$ cat config.mk
export PLATFORM = sky130hd
export DESIGN_NAME = sdcad_dev_flat
export DESIGN_NICKNAME = d
export VERILOG_FILES = /design/src/hw/sdcad_pkg.sv /design/src/hw/sdcad_if.sv /design/src/hw/sdcad_dev.sv /design/src/flat_wrapper.sv
export SDC_FILE = /design/constraint.sdc
export NUM_CORES = 1
export LEC_CHECK = 0
export ABC_AREA = 0
export BUFFER_PORTS_ARGS = -buffer_cell sky130_fd_sc_hd__buf_2
export CAP_MARGIN = 10
export CORE_MARGIN = 10
export CORE_UTILIZATION = 30
export CTS_CLUSTER_SIZE = 14
export DETAILED_ROUTE_END_ITERATION = 10
export PLACE_DENSITY = 0.56
export SETUP_SLACK_MARGIN = 0.2
export SLEW_MARGIN = 40
export SYNTH_ARGS = -nofsm -noshare
export SYNTH_HDL_FRONTEND = slang
export SYNTH_SLANG_ARGS = --single-unit
$ cat constraint.sdc
create_clock -name i_clk -period 2.2 [get_ports i_clk]
set_input_delay 0.22 -clock i_clk [delete_from_list [all_inputs] [get_ports i_clk]]
set_output_delay 0.22 -clock i_clk [all_outputs]
set_load 0.05 [all_outputs]
$ cat src/hw/sdcad_pkg.sv
// command and address decode package for the four-bank synchronous memory front end
// assumes one rising-edge clock shared by controller and device ends
package sdcad_pkg;

  // ---------------------------------------------------------------
  // widths
  // ---------------------------------------------------------------
  localparam int ADDR_W     = 12;           // row_col_addr_lines width
  localparam int COL_W      = 8;            // column field width
  localparam int BANK_W     = 2;            // bank_sel_lines width
  localparam int NUM_BANKS  = 4;            // internal banks
  localparam int FLAG_BIT   = 10;           // precharge_flag_line position
  localparam int PRE_CYCLES = 2;            // cycles a precharge takes to finish
  localparam logic [1:0] PRE_CNT_ONE = 2'h1; // counter decrement step

  // ---------------------------------------------------------------
  // decoded command kinds
  // ---------------------------------------------------------------
  typedef enum logic [2:0]
  {
    SDCAD_NOP     = 3'h0,
    SDCAD_OPEN    = 3'h1,   // open_row_cmd
    SDCAD_PRE     = 3'h2,
    SDCAD_READ    = 3'h3,
    SDCAD_WRITE   = 3'h4,
    SDCAD_MODE    = 3'h5,
    SDCAD_OTHER   = 3'h6
  } sdcad_cmd_t;

  // per-bank state, gray along idle -> active -> precharging
  typedef enum logic [1:0]
  {
    SDCAD_IDLE    = 2'h0,
    SDCAD_ACTIVE  = 2'h1,
    SDCAD_PRECHG  = 2'h3
  } sdcad_bank_t;

endpackage : sdcad_pkg

$ cat src/hw/sdcad_if.sv
// pin-level carrier between controller end and device end
// assumes both ends sample on the same i_clk rising edge
`timescale 1ns/1ns
interface sdcad_if;
  import sdcad_pkg::*;

  logic                  sel_n;          // device select, active low
  logic                  row_stb_n;      // row strobe, active low
  logic                  col_stb_n;      // column strobe, active low
  logic                  wr_stb_n;       // write strobe, active low
  logic [BANK_W-1:0]     bank_sel_lines; // bank select
  logic [ADDR_W-1:0]     row_col_addr_lines; // address / op-code

  // controller drives everything
  modport ctrl (output sel_n, row_stb_n, col_stb_n, wr_stb_n, bank_sel_lines,
                output row_col_addr_lines);
  // device samples everything
  modport dev  (input sel_n, row_stb_n, col_stb_n, wr_stb_n, bank_sel_lines,
                input row_col_addr_lines);
endinterface : sdcad_if

$ cat src/hw/sdcad_dev.sv
// device end: samples strobes and address, decodes commands, tracks banks
// assumes the controller keeps bank ordering and drives pins synchronously
`timescale 1ns/1ns

// Behaviour
// sample all inputs on rising clock
// bank lines pick one of four banks
// open row captures twelve address bits
// column taken from eight low bits
// bit ten requests auto precharge on access
// precharge bit ten high closes all banks
// mode set loads op-code from address
// select high masks every command
// controller uses select per device
// decode row, column, write strobes
// row low alone opens bank
// row and write low precharge bank
// column low starts read or write
// write strobe low writes, high reads
// controller respects bank active/idle ordering; sdcad_ctrl forwards requests unchecked and relies on the user for it
module sdcad_dev
  import sdcad_pkg::*;
(
  // clock and reset
  input  wire logic                  i_clk,
  input  wire logic                  i_rst,
  // pins from controller
  sdcad_if.dev                       pins,
  // decoded command
  output logic                       o_cmd_vld,
  output sdcad_cmd_t                 o_cmd,
  output logic [BANK_W-1:0]          o_bank,
  output logic [ADDR_W-1:0]          o_row,
  output logic [COL_W-1:0]           o_col,
  output logic                       o_auto_pre,
  output logic                       o_pre_all,
  // mode op-code and bank states
  output logic [ADDR_W-1:0]          o_mode_op,
  output logic [NUM_BANKS-1:0]       o_bank_active,
  output logic [NUM_BANKS-1:0]       o_bank_idle
);

  // ---------------------------------------------------------------
  // command decode
  // ---------------------------------------------------------------
  sdcad_cmd_t          cmd_nxt;        // decoded pin command
  sdcad_bank_t         bst_r [NUM_BANKS]; // per-bank state
  logic [1:0]          pcnt_r [NUM_BANKS]; // precharge countdown

  // combinational decode of the strobes
  always_comb
  begin
    // a deselected device decodes nothing, so the default comes first
    cmd_nxt = SDCAD_NOP;
    // select masks
    if (!pins.sel_n)
    begin
      // strobe combination
      unique case ({pins.row_stb_n, pins.col_stb_n, pins.wr_stb_n})
        // open row
        3'h3:    cmd_nxt = SDCAD_OPEN;
        // precharge decode
        3'h2:    cmd_nxt = SDCAD_PRE;
        // read write
        // write strobe high picks a read
        3'h5:    cmd_nxt = SDCAD_READ;
        // write strobe low picks a write
        3'h4:    cmd_nxt = SDCAD_WRITE;
        // all three strobes low load the mode op-code
        3'h0:    cmd_nxt = SDCAD_MODE;
        // all strobes high is a no-operation
        3'h7:    cmd_nxt = SDCAD_NOP;
        // codes outside this block's scope are flagged but change nothing
        default: cmd_nxt = SDCAD_OTHER;  // refresh, burst stop
      endcase
    end
  end

  // ---------------------------------------------------------------
  // registered outputs
  // ---------------------------------------------------------------
  // rising edge sampling
  always_ff @(posedge i_clk)
  begin
    if (i_rst)
    begin
      // quiet decode: no pulse and cleared fields
      o_cmd_vld  <= 1'b0;
      o_cmd      <= SDCAD_NOP;
      o_bank     <= '0;
      o_row      <= '0;
      o_col      <= '0;
      o_auto_pre <= 1'b0;
      o_pre_all  <= 1'b0;
    end
    else
    begin
      // any decoded command other than a no-operation pulses valid
      o_cmd_vld  <= (cmd_nxt != SDCAD_NOP);
      o_cmd      <= cmd_nxt;
      // bank capture
      o_bank     <= pins.bank_sel_lines;
      // row and column hold until the next command that loads them
      // row capture
      if (cmd_nxt == SDCAD_OPEN)
        o_row <= pins.row_col_addr_lines;
      // column low bits
      if (cmd_nxt == SDCAD_READ || cmd_nxt == SDCAD_WRITE)
        o_col <= pins.row_col_addr_lines[COL_W-1:0];
      // flags pulse only with the command that carries them
      // auto precharge flag
      o_auto_pre <= (cmd_nxt == SDCAD_READ || cmd_nxt == SDCAD_WRITE)
                    && pins.row_col_addr_lines[FLAG_BIT];
      // precharge all flag
      o_pre_all  <= (cmd_nxt == SDCAD_PRE) && pins.row_col_addr_lines[FLAG_BIT];
    end
  end

  // mode op-code load
  always_ff @(posedge i_clk)
  begin
    // op-code reads zero until the first mode set
    if (i_rst)
      o_mode_op <= '0;
    // op-code load
    else if (cmd_nxt == SDCAD_MODE)
      o_mode_op <= pins.row_col_addr_lines;
  end

  // ---------------------------------------------------------------
  // per-bank state tracking
  // ---------------------------------------------------------------
  // one state machine and one pair of flags per bank
  for (genvar b = 0; b < NUM_BANKS; b++)
  begin : g_bank
    logic hit;      // command names this bank
    assign hit = (pins.bank_sel_lines == BANK_W'(b));

    // bank state machine
    always_ff @(posedge i_clk)
    begin
      if (i_rst)
      begin
        // every bank comes out of reset idle
        bst_r[b]  <= SDCAD_IDLE;
        pcnt_r[b] <= '0;
      end
      else
      begin
        unique case (bst_r[b])
          // idle: wait for an open of this bank
          // a precharge aimed at an idle bank leaves it untouched
          SDCAD_IDLE:
          begin
            // activate
            if (cmd_nxt == SDCAD_OPEN && hit)
              bst_r[b] <= SDCAD_ACTIVE;
          end
          // active: wait for a precharge or an auto close
          // an open aimed at an active bank is ignored
          SDCAD_ACTIVE:
          begin
            // precharge one or all
            if (cmd_nxt == SDCAD_PRE && (hit || pins.row_col_addr_lines[FLAG_BIT]))
            begin
              bst_r[b]  <= SDCAD_PRECHG;
              pcnt_r[b] <= 2'(PRE_CYCLES);
            end
            // self-timed close after access
            else if ((cmd_nxt == SDCAD_READ || cmd_nxt == SDCAD_WRITE) && hit
                     && pins.row_col_addr_lines[FLAG_BIT])
            begin
              bst_r[b]  <= SDCAD_PRECHG;
              pcnt_r[b] <= 2'(PRE_CYCLES);
            end
          end
          // precharging: count down, then back to idle
          SDCAD_PRECHG:
          begin
            // back to idle when done
            if (pcnt_r[b] == PRE_CNT_ONE)
              bst_r[b] <= SDCAD_IDLE;
            pcnt_r[b] <= pcnt_r[b] - PRE_CNT_ONE;
          end
          // the unused code recovers to idle
          default:
            bst_r[b] <= SDCAD_IDLE;
        endcase
      end
    end

    // status flags
    always_ff @(posedge i_clk)
    begin
      if (i_rst)
      begin
        // all banks report idle from reset
        o_bank_active[b] <= 1'b0;
        o_bank_idle[b]   <= 1'b1;
      end
      else
      begin
        // flags trail the state by one edge; precharging shows neither
        o_bank_active[b] <= (bst_r[b] == SDCAD_ACTIVE);
        o_bank_idle[b]   <= (bst_r[b] == SDCAD_IDLE);
      end
    end
  end

endmodule : sdcad_dev

$ cat src/flat_wrapper.sv
// flat-port wrapper written by rule: the top's interface ports become plain ports
module sdcad_dev_flat import sdcad_pkg::*;
  (i_clk, i_rst, o_cmd_vld, o_cmd, o_bank, o_row, o_col, o_auto_pre, o_pre_all, o_mode_op, o_bank_active, o_bank_idle, pins_sel_n, pins_row_stb_n, pins_col_stb_n, pins_wr_stb_n, pins_bank_sel_lines, pins_row_col_addr_lines);
  sdcad_if pins_i ();
  input  wire logic i_clk;
  input  wire logic i_rst;
  output logic o_cmd_vld;
  output sdcad_cmd_t o_cmd;
  output logic [BANK_W-1:0] o_bank;
  output logic [ADDR_W-1:0] o_row;
  output logic [COL_W-1:0] o_col;
  output logic o_auto_pre;
  output logic o_pre_all;
  output logic [ADDR_W-1:0] o_mode_op;
  output logic [NUM_BANKS-1:0] o_bank_active;
  output logic [NUM_BANKS-1:0] o_bank_idle;
  input wire logic [$bits(pins_i.sel_n)-1:0] pins_sel_n;
  input wire logic [$bits(pins_i.row_stb_n)-1:0] pins_row_stb_n;
  input wire logic [$bits(pins_i.col_stb_n)-1:0] pins_col_stb_n;
  input wire logic [$bits(pins_i.wr_stb_n)-1:0] pins_wr_stb_n;
  input wire logic [$bits(pins_i.bank_sel_lines)-1:0] pins_bank_sel_lines;
  input wire logic [$bits(pins_i.row_col_addr_lines)-1:0] pins_row_col_addr_lines;
  assign pins_i.sel_n = pins_sel_n;
  assign pins_i.row_stb_n = pins_row_stb_n;
  assign pins_i.col_stb_n = pins_col_stb_n;
  assign pins_i.wr_stb_n = pins_wr_stb_n;
  assign pins_i.bank_sel_lines = pins_bank_sel_lines;
  assign pins_i.row_col_addr_lines = pins_row_col_addr_lines;
  sdcad_dev u_core (.i_clk(i_clk), .i_rst(i_rst), .pins(pins_i), .o_cmd_vld(o_cmd_vld), .o_cmd(o_cmd), .o_bank(o_bank), .o_row(o_row), .o_col(o_col), .o_auto_pre(o_auto_pre), .o_pre_all(o_pre_all), .o_mode_op(o_mode_op), .o_bank_active(o_bank_active), .o_bank_idle(o_bank_idle));
endmodule
* Word-level counts from Yosys, hierarchy flattened *
Memory sizes are Yosys's and may differ from the RTL's.
Index checks and enable logic that the tools add are counted.

cells by class
  add/subtract/negate cells = 4
  eq/ne operators = 25
  multiplexer cells = 128
  bitwise operators = 32
  reduce and logical (&&, ||, !) cells = 34

operator list
  cell                 number
  $mux 1               94
  $mux 2               32
  $or 1x1->1           32
  $eq 2x1->1 const B   9
  $logic_and 1x1->1    18
  $pmux 3 s6           1
  $eq 3x3->1 const B   5
  $eq 2x2->1 const B   6
  $eq 3x2->1 const B   4
  $reduce_or 3->1      4
  $logic_not 2->1      5
  $sub 2x1->2 const B  4
  $logic_or 1x1->1     5
  $eq 3x1->1 const B   1
  $logic_not 3->1      1
  $mux 3               1
  $reduce_bool 3->1    1

storage, ports and cells
  bits in registers = 48
  RAM bits = 16
  input bits = 20
  output and inout port bits = 48
  word-level logic and storage cells = 241
  memories = 2

memories
  name           depth  width  read ports  clocked after Yosys merged registers in  wr ports  line             text
  u_core.bst_r   4      2      4           0                                        4         sdcad_dev.sv:47  sdcad_bank_t bst_r [NUM_BANKS];
  u_core.pcnt_r  4      2      4           0                                        4         sdcad_dev.sv:48  logic [1:0] pcnt_r [NUM_BANKS];

* Logic depth before layout (Yosys ltp) *
Gate-level depths: netlist (run 1).

  word-level depth = 15
  mapped depth = 9

* Worst setup path before layout (run 1) *
OpenSTA, ideal clock, no wires.

  path kind = in2reg
  from = in pins_wr_stb_n
  to = mem u_core.pcnt_r[1][0], enable pin
  library setup time = 0.301 ns
  data arrival time = 1.755 ns
  data required time = 1.899 ns
  setup slack = 0.144 ns
  stages on the path = 8
  buffers on the path = 1
  path through = inv_1 ha_1 or4b_1 o221ai_2 buf_6 mux2i_2 a41oi_4 nand3b_1

RTL lines
  element          line                text
  start, declared  flat_wrapper.sv:20  input wire logic [$bits(pins_i.wr_stb_n)-1:0] pins_wr_stb_n;
  end, declared    sdcad_dev.sv:48

==> results of run 1 <==
## report_power, final
group / internal, W / switching, W / leakage [nW] / total [W]
clock: 0.000478 / 0.000475 / 0.102 / 0.000953
sequential: 0.00126 / 0.0000246 / 0.559 / 0.00128
combinational: 0.000127 / 0.000248 / 0.873 / 0.000375
total: 0.00186 / 0.000747 / 1.53 / 0.00261
## worst max-delay path by stage
stage                   startpoint                   to  slack (ps)  depth (start not counted)
floorplan            pins_wr_stb_n  u_core.pcnt_r[1][0]         200                          8
global placement    pins_col_stb_n  u_core.pcnt_r[1][0]         -20                          9
detailed placement  pins_col_stb_n  u_core.pcnt_r[1][1]         -90                          9
CTS                 pins_col_stb_n  u_core.pcnt_r[1][1]         290                          9
global route        pins_col_stb_n  u_core.pcnt_r[1][1]         190                          9
finish              pins_col_stb_n  u_core.pcnt_r[1][1]         260                          9
## layout make-up
class                   count  area, um2  area share, %
clock buffers              10        149           4.24
clock inverters             6       40.0           1.14
inverters                   9       33.8          0.961
multi-input cells         171       1190           33.9
flip-flops and latches     64       1440           41.0
well taps                 108        135           3.84
repair buffers             89        526           15.0
## kinds of logic after synthesis
logic type	count (synthesis)
buffers and inverters	23
AOI/OAI and AO/OA	31
muxes	28
adders and majority gates	8
DFF	64
and+or+nand+nor	104
## registers in the layout, summed over array words and instances, names as in the netlist
signal / flops
u_core.bst_r: 8
u_core.o_auto_pre: 1
u_core.o_bank: 2
u_core.o_bank_active: 4
u_core.o_bank_idle: 4
u_core.o_cmd: 3
u_core.o_cmd_vld: 1
u_core.o_col: 8
u_core.o_mode_op: 12
u_core.o_pre_all: 1
u_core.o_row: 12
u_core.pcnt_r: 8
## synthesized netlist by cell type (2+ instances only)
library cell / number
nor2_1: 42
a22o_1: 8
and3_1: 2
nor2b_1: 5
a21oi_2: 2
mux2i_2: 2
inv_1: 9
or2_2: 3
nor4_1: 3
o21ai_0: 2
clkbuf_1: 8
nand2_1: 11
nand3b_1: 5
a211oi_1: 3
mux2i_1: 25
dfxtp_1: 48
nand3_1: 7
ha_1: 8
buf_6: 3
edfxtp_1: 16
nand2b_1: 10
nor3_1: 9
buf_2: 2
nor3b_1: 2
a21oi_1: 9
## per-stage QoR
step / hold slack [ps] / power, W / worst slack (ps) / cells / utilization (%)
final: 119 / 0.00261 / 256 / 457 / 39.9
after global routing: 108 / 0.00273 / 189 / 457 / 39.9
after CTS: 98.8 / 0.00265 / 290 / 457 / 39.8
after detailed placement: 459 / 0.00169 / -85.3 / 441 / 37.6
after global placement: 457 / 0.00168 / -18.0 / 441 / 37.6
after floorplan: 346 / 0.00156 / 200 / 258 / -
## repair_timing
| action | CTS | global route |
|---|---|---|
| resized for setup | 0 | 2 |
| buffers inserted | 0 | 0 |
| setup endpoints to repair | 0 | 1 |
## per-layer routing
metal	up-vias	wire length (um)	share of wire (%)	global-route usage [%]
met5	-	0	0	0
met1	977	2810	44	10.6
met3	6	665	10	6.87
met4	0	49	0.76	2.53
li1	1076	-	-	-
met2	59	2900	45	15.6
## worst max-delay path: cells and delay by family
family	cells	cell delay (ps)
muxes	1	300
and+or+nand+nor	2	620
buffers and inverters	3	410
AOI/OAI and AO/OA	2	300
adders and majority gates	1	150
==> results by group, run 1 <==
Logic synthesis
  – Register bit count reported by yosys: 64
  – Synthesis Warnings: 0
  – Synth Net Count: 286
  – Mean Syn Cell Area: 10.6 um2
  – Top FF cell, synth: dfxtp_1
  – Seq/Total Area, Yosys: 52.6%
  – Mapped cell area: 2740 um2
  – Main combinational cell family by area after synthesis: simple AND/OR/NAND/NOR gates
  – Top cells by area, synth: dfxtp_1 35%, edfxtp_1 18%, mux2i_1 9.1%, nor2_1 5.8%, ha_1 3.7%
  – Post-synth EDFFs: 16
  – Post-synth cell types: 39
  – Adder-Cell Fraction of Synth Area: 3.65%
  – Share of synthesized registers carrying an async set or reset: 0%
  – XOR/XNOR Fraction of Synth Area: 0%
  – Complex-gate fraction of the synthesized area: 9.37%
  – Area share of the largest cell type after synthesis: 35.1%
  – Synth area leader: dfxtp_1
  – Simple-gate share of the synthesized area: 19.1%
  – Mux contribution to synthesized area: 10.6%
  – Syn Inst Count: 258

Placed design
  – Port Buffer Count: 67
  – Detail Placement HPWL: 4800 um
  – Routability-driven placement congestion ratio: 0.707
  – Post-placement cell area: 3310 um2

Timing
  – Setup TNS: 0 ps
  – Final Skew: 5.96 ps
  – Tcrit/Tclk final: 88.4%
  – Final Hold Fails: 0
  – RSZ-0062 raised after global routing: true
  – Final setup viols: 0
  – Max-slew violations: 0
  – Slew @ Worst Pin: 630 ps
  – Max_slew headroom: 58.0%
  – Final min period: 1940 ps
  – Fmax: 514 MHz

Setup path
  – Worst r2r dst: u_core.pcnt_r[1][1]
  – CP arrival: 2000 ps
  – Slowest stage cell, crit path: or4b_1
  – WS Path Type: in -> reg
  – Startpoint Class: primary input
  – CP Cell Sequence: buf_2 -> inv_1 -> ha_1 -> or4b_1 -> o221ai_2 -> buf_4 -> mux2i_4 -> a41oi_4 -> nand3b_1
  – Reg2reg setup slack: 590 ps
  – CP max stage delay: 460 ps
  – Reg-to-Reg Start: u_core.bst_r[1][1]
  – CP Max Fanout: 6
  – R2R depth: 5
  – Setup crit end kind: flop
  – Req. time, crit path: 2250 ps

Floorplanning
  – # IOs: 68
  – Row cnt: 34
  – Die ar.: 13400 um2
  – Core area: 8810 um2
  – Die Ht: 116 um
  – Die Wd: 116 um
  – Initial core utilization: 31.1%

Routing
  – DR iter-0 viols: 40
  – Vias: 2118
  – Antenna violation net count after detailed routing: 0
  – DR pass1 iterations: 4
  – Routed WL: 6430 um
  – Remaining DRCs: 0
  – Via/cell ratio: 4.63
  – Drt wl/cell: 14.1 um

Clocking
  – CTS Hold Bufs: 0
  – Clk root buf: clkbuf_8
  – CTS tree: yes
  – CTS sink cnt: 64
  – Clock transition at path regs: 80 ps
  – Worst skew pair latency: 340 ps
  – # H-tree levels: 3
  – Clock Tree Buf Depth: 2
  – Clock buffer count from CTS: 9

Layout
  – Design area: 3510 um2
  – Commonest non-fill, non-tap cell in the layout: buf_2
  – Area delta synth->final: 28.3%
  – ANT cells: 0
  – Nets@finish: 372
  – Number of fill cells in the layout: 876
  – Layout cells sized above 1: 34.1%
  – Most frequent cells in the layout: 67 x buf_2, 48 x dfxtp_1, 42 x nor2_1

Min path
  – Hold endpoint: u_core.o_col[0]
  – Worst min path class: in -> reg
  – Hold Path Origin: pins_row_col_addr_lines[0]
  – Hold depth: 2

Power
  – Max VDD drop: 0.405 mV
  – Static Leak: 1.53 nW
  – Power density cells: 742 nW/um2

Status
  – Status: finished, final reports clean

GRT
  – GR Util All Layers: 9.89%
  – Gr ovfl total: 0
  – Largest net degree at the start of global routing: 62
  – Vias in the first global route: 2139
  – First-pass GRT wire length: 10400 um
  – Antenna violations before repair: 0

Flow run
  – Max-cap viol count: 0
No activity file was read; power rests on OpenSTA's default activity.
==> run 2: changes to the inputs <==
==> constraint.sdc (replaced) <==
create_clock -name i_clk -period 2.2 [get_ports i_clk]
set_input_delay 0.33 -clock i_clk [delete_from_list [all_inputs] [get_ports i_clk]]
set_output_delay 0.33 -clock i_clk [all_outputs]
set_load 0.05 [all_outputs]
==> results by group, run 2 (same netlist as run 1, synthesis figures left out) <==
Floorplanning
  – Die Wd: 116 um
  – Die ar.: 13400 um2
  – Initial core utilization: 31.1%
  – Die Ht: 116 um
  – Row cnt: 34
  – # IOs: 68
  – Core area: 8810 um2

Timing
  – Tcrit/Tclk final: 88.6%
  – Final min period: 1950 ps
  – Slew @ Worst Pin: 515 ps
  – Setup TNS: 0 ps
  – Final Hold Fails: 0
  – Max_slew headroom: 65.3%
  – Max-slew violations: 0
  – Final Skew: 3.96 ps
  – Fin Hold WS: 220 ps
  – RSZ-0062 raised after global routing: true
  – Final worst slack: 251 ps
  – Final setup viols: 0
  – Fmax: 513 MHz

Setup path
  – Startpoint Class: primary input
  – Reg2reg setup slack: 480 ps
  – CP endpoint: u_core.pcnt_r[1][0]
  – Worst r2r dst: u_core.pcnt_r[1][0]
  – WS Path Type: in -> reg
  – Reg-to-Reg Start: u_core.bst_r[1][1]
  – Setup crit end kind: flop
  – R2R depth: 5
  – Critical Path Start: pins_col_stb_n
  – CP arrival: 2000 ps
  – CP Max Fanout: 7
  – Req. time, crit path: 2250 ps

Status
  – Status: finished, final reports clean

Placed design
  – Detail Placement HPWL: 4770 um
  – Port Buffer Count: 67
  – Pre-CTS setup slack: -169 ps
  – Post-placement cell area: 3320 um2
  – Routability-driven placement congestion ratio: 0.792

Clocking
  – Worst skew pair latency: 340 ps
  – Clock Tree Buf Depth: 2
  – # H-tree levels: 3
  – CTS sink cnt: 64
  – CTS tree: yes
  – Clk root buf: clkbuf_8
  – CTS Hold Bufs: 0
  – Clock transition at path regs: 80 ps
  – Clock buffer count from CTS: 9

Routing
  – DR iter-0 viols: 20
  – Vias: 2086
  – DR pass1 iterations: 4
  – Antenna violation net count after detailed routing: 0
  – Remaining DRCs: 0
  – Drt wl/cell: 14.0 um
  – Routed WL: 6380 um
  – Via/cell ratio: 4.57

Layout
  – Design area: 3550 um2
  – Fin util: 40.3%
  – Nets@finish: 371
  – ANT cells: 0
  – Commonest non-fill, non-tap cell in the layout: buf_2
  – Biggest regs: u_core.o_mode_op (12), u_core.o_row (12)
  – Area delta synth->final: 29.6%
  – Layout cells sized above 1: 35.3%
  – Most frequent cells in the layout: 66 x buf_2, 48 x dfxtp_1, 42 x nor2_1

GRT
  – Vias in the first global route: 2178
  – First-pass GRT wire length: 10700 um
  – Antenna violations before repair: 0
  – GR Util All Layers: 10.2%
  – Gr ovfl total: 0
  – Largest net degree at the start of global routing: 42

Min path
  – Worst min path class: in -> reg

Power
  – Static Leak: 1.54 nW
  – Power density cells: 746 nW/um2
  – Max VDD drop: 0.419 mV

Flow run
  – Max-cap viol count: 0
## run 2: metrics by stage
stage	instances	total power, W
global route	456	0.00278
CTS	455	0.00268
global placement	439	0.00168
floorplan	258	0.00157
finish	456	0.00265
detailed placement	439	0.00169
## run 2: how the worst min path moves through the flow
stage	startpoint	endpoint	slack [ps]	cells after the start
after global routing	pins_row_col_addr_lines[7]	u_core.o_col[7]	200	2
after CTS	pins_row_col_addr_lines[2]	u_core.o_col[2]	200	2
after global placement	u_core.o_col[0]	u_core.o_col[0]	460	1
after detailed placement	u_core.o_col[5]	u_core.o_col[5]	460	1
final	pins_row_col_addr_lines[2]	u_core.o_col[2]	220	2
after floorplan	pins_row_col_addr_lines[0]	u_core.o_col[0]	460	1
## run 2: area by class of cell
cell class | instances | area (um2)
fill | 869 | 5260
sequential | 64 | 1440
multi-input combinational | 171 | 1210
timing repair buffer | 88 | 515
clock buffer | 11 | 163
tap | 108 | 135
inverter | 9 | 51.3
clock inverter | 5 | 35.0
## run 2: power by group
group          total, W  leakage (nW)  switching, W  internal (W)
combinational  0.000381         0.873      0.000250      0.000130
clock          0.000984         0.106      0.000471      0.000513
sequential      0.00128         0.559     0.0000257       0.00126
total           0.00265          1.54      0.000747       0.00190
## run 2: layer usage
| metal | wire (um) | global-route usage [%] |
|---|---|---|
| met5 | 0 | 0 |
| met4 | 73 | 3.13 |
| met3 | 732 | 7.03 |
| met2 | 2710 | 14.9 |
| met1 | 2870 | 11.6 |
## run 2: critical path, stage by stage
cell and delay (ps):
buf_4 160, inv_12 60, ha_4 110, or4b_1 440
o221ai_2 110, buf_6 170, mux2i_4 290, a41oi_4 180
nand3b_1 150
## run 2: what timing repair did
action                     4_1_cts  5_1_grt
buffers inserted                 0        1
gates resized for setup          0        8
setup endpoints to repair        0       28
==> run 3: changes to the inputs <==
--- a/config.mk
+++ b/config.mk
@@ -6,13 +6,14 @@
 export NUM_CORES = 1
 export LEC_CHECK = 0
 export ABC_AREA = 0
-export BUFFER_PORTS_ARGS = -buffer_cell sky130_fd_sc_hd__buf_2
 export CAP_MARGIN = 10
 export CORE_MARGIN = 10
 export CORE_UTILIZATION = 30
 export CTS_CLUSTER_SIZE = 14
 export DETAILED_ROUTE_END_ITERATION = 10
-export PLACE_DENSITY = 0.56
+export DONT_BUFFER_PORTS = 1
+export GPL_ROUTABILITY_DRIVEN = 0
+export PLACE_DENSITY = 0.5
 export SETUP_SLACK_MARGIN = 0.2
 export SLEW_MARGIN = 40
 export SYNTH_ARGS = -nofsm -noshare
==> results by group, run 3 (same netlist as run 1, synthesis figures left out) <==
Status
  – Status: finished, final reports clean

Setup path
  – Req. time, crit path: 2240 ps
  – Startpoint Class: primary input
  – CP Max Fanout: 7
  – CP arrival: 1880 ps
  – WS Path Type: in -> reg
  – Reg-to-Reg Start: u_core.bst_r[1][1]
  – Reg2reg setup slack: 640 ps
  – R2R depth: 6
  – Setup crit end kind: flop
  – Worst r2r dst: u_core.pcnt_r[1][1]

Clocking
  – CTS sink cnt: 64
  – Clock transition at path regs: 70 ps
  – Clock buffer count from CTS: 9
  – Clock Tree Buf Depth: 2
  – CTS tree: yes
  – CTS Hold Bufs: 0
  – # H-tree levels: 3
  – Worst skew pair latency: 330 ps
  – # resized after CTS: 0
  – Clk root buf: clkbuf_8
  – # Post-CTS Setup Buffers: 0

Timing
  – Max-slew violations: 0
  – Fmax: 542 MHz
  – Final min period: 1850 ps
  – Fin Hold WS: 68.9 ps
  – Max_slew headroom: 62.5%
  – Final Skew: 8.02 ps
  – Final Hold Fails: 0
  – Slew @ Worst Pin: 562 ps
  – Tcrit/Tclk final: 83.9%
  – Final setup viols: 0
  – RSZ-0062 raised after global routing: false

GRT
  – Vias in the first global route: 1768
  – GR Util All Layers: 9.60%
  – Antenna violations before repair: 0
  – Gr ovfl total: 0
  – First-pass GRT wire length: 9800 um
  – Largest net degree at the start of global routing: 63

Power
  – Max VDD drop: 0.372 mV
  – Static Leak: 1.15 nW
  – Power density cells: 816 nW/um2

Layout
  – Fin util: 35.4%
  – Design area: 3120 um2
  – Biggest regs: u_core.o_mode_op (12), u_core.o_row (12)
  – Nets@finish: 291
  – Most frequent cells in the layout: 48 x dfxtp_1, 42 x nor2_1, 25 x mux2i_1
  – ANT cells: 0
  – Commonest non-fill, non-tap cell in the layout: dfxtp_1
  – Area delta synth->final: 13.8%
  – Layout cells sized above 1: 14.2%
  – Number of fill cells in the layout: 886

Floorplanning
  – # IOs: 68
  – Die ar.: 13400 um2
  – Die Wd: 116 um
  – Die Ht: 116 um
  – Initial core utilization: 31.1%
  – Core area: 8810 um2
  – Row cnt: 34

Min path
  – Hold endpoint: u_core.o_cmd[2]
  – Hold depth: 1
  – Hold Path Origin: pins_sel_n
  – Worst min path class: in -> reg

Routing
  – Routed WL: 6080 um
  – Vias: 1783
  – Antenna violation net count after detailed routing: 0
  – Drt wl/cell: 16.2 um
  – Via/cell ratio: 4.75
  – DR iter-0 viols: 42
  – DR pass1 iterations: 4
  – Remaining DRCs: 0

Placed design
  – Port Buffer Count: 0
  – Post-placement cell area: 2920 um2
  – Detail Placement HPWL: 4430 um

Flow run
  – Max-cap viol count: 0
run 3: worst max-delay path by stage:
stage              startpoint                   to  slack (ps)  cells after the start
3_3_place_gp    pins_wr_stb_n   u_core.bst_r[2][1]        -0.2                      7
2_1_floorplan  pins_col_stb_n  u_core.pcnt_r[1][0]         150                      8
5_1_grt         pins_wr_stb_n   u_core.bst_r[2][1]         240                      7
4_1_cts         pins_wr_stb_n   u_core.bst_r[2][0]         330                      7
6_report       pins_col_stb_n  u_core.pcnt_r[1][1]         350                      8
3_5_place_dp    pins_wr_stb_n   u_core.bst_r[2][0]          -4                      7
run 3: critical path, cell delays in order:
cell and delay [ps]:
inv_12 30, ha_4 110, or4b_1 440, o221ai_2 160, buf_12 170, mux2i_4 290
a41oi_4 180, nand3b_1 150
run 3: cell type report:
cell class / instances / area, um2 / area share, %
flip-flops and latches: 64 / 1440 / 46.2
multi-input cells: 171 / 1190 / 38.2
clock buffers: 13 / 190 / 6.10
well taps: 108 / 135 / 4.33
repair buffers: 8 / 97.6 / 3.13
inverters: 9 / 51.3 / 1.65
clock inverters: 2 / 10.0 / 0.321
run 3: where the power goes:
part	total (W)	switching, W	internal [W]
clock network	0.000973	0.000413	0.000560
registers	0.00140	0.000139	0.00126
logic	0.000177	0.0000869	0.0000897
total	0.00255	0.000639	0.00191
run 3: per-stage QoR:
| step | setup TNS (ps) | std cells | power [W] | setup slack (ps) |
|---|---|---|---|---|
| floorplan | 0 | 258 | 0.00157 | 153 |
| CTS | 0 | 375 | 0.00259 | 335 |
| global route | 0 | 375 | 0.00267 | 244 |
| finish | 0 | 375 | 0.00255 | 355 |
| global placement | -0.437 | 360 | 0.00160 | -0.222 |
| detailed placement | -7.71 | 360 | 0.00160 | -3.86 |
run 3: routing by layer:
layer,global-route usage [%],part of all wire (%),vias up
met5,0,0,-
met4,3.80,1.6,0
met3,7.24,14,8
met2,13.8,42,55
met1,10.5,43,808
li1,-,-,912
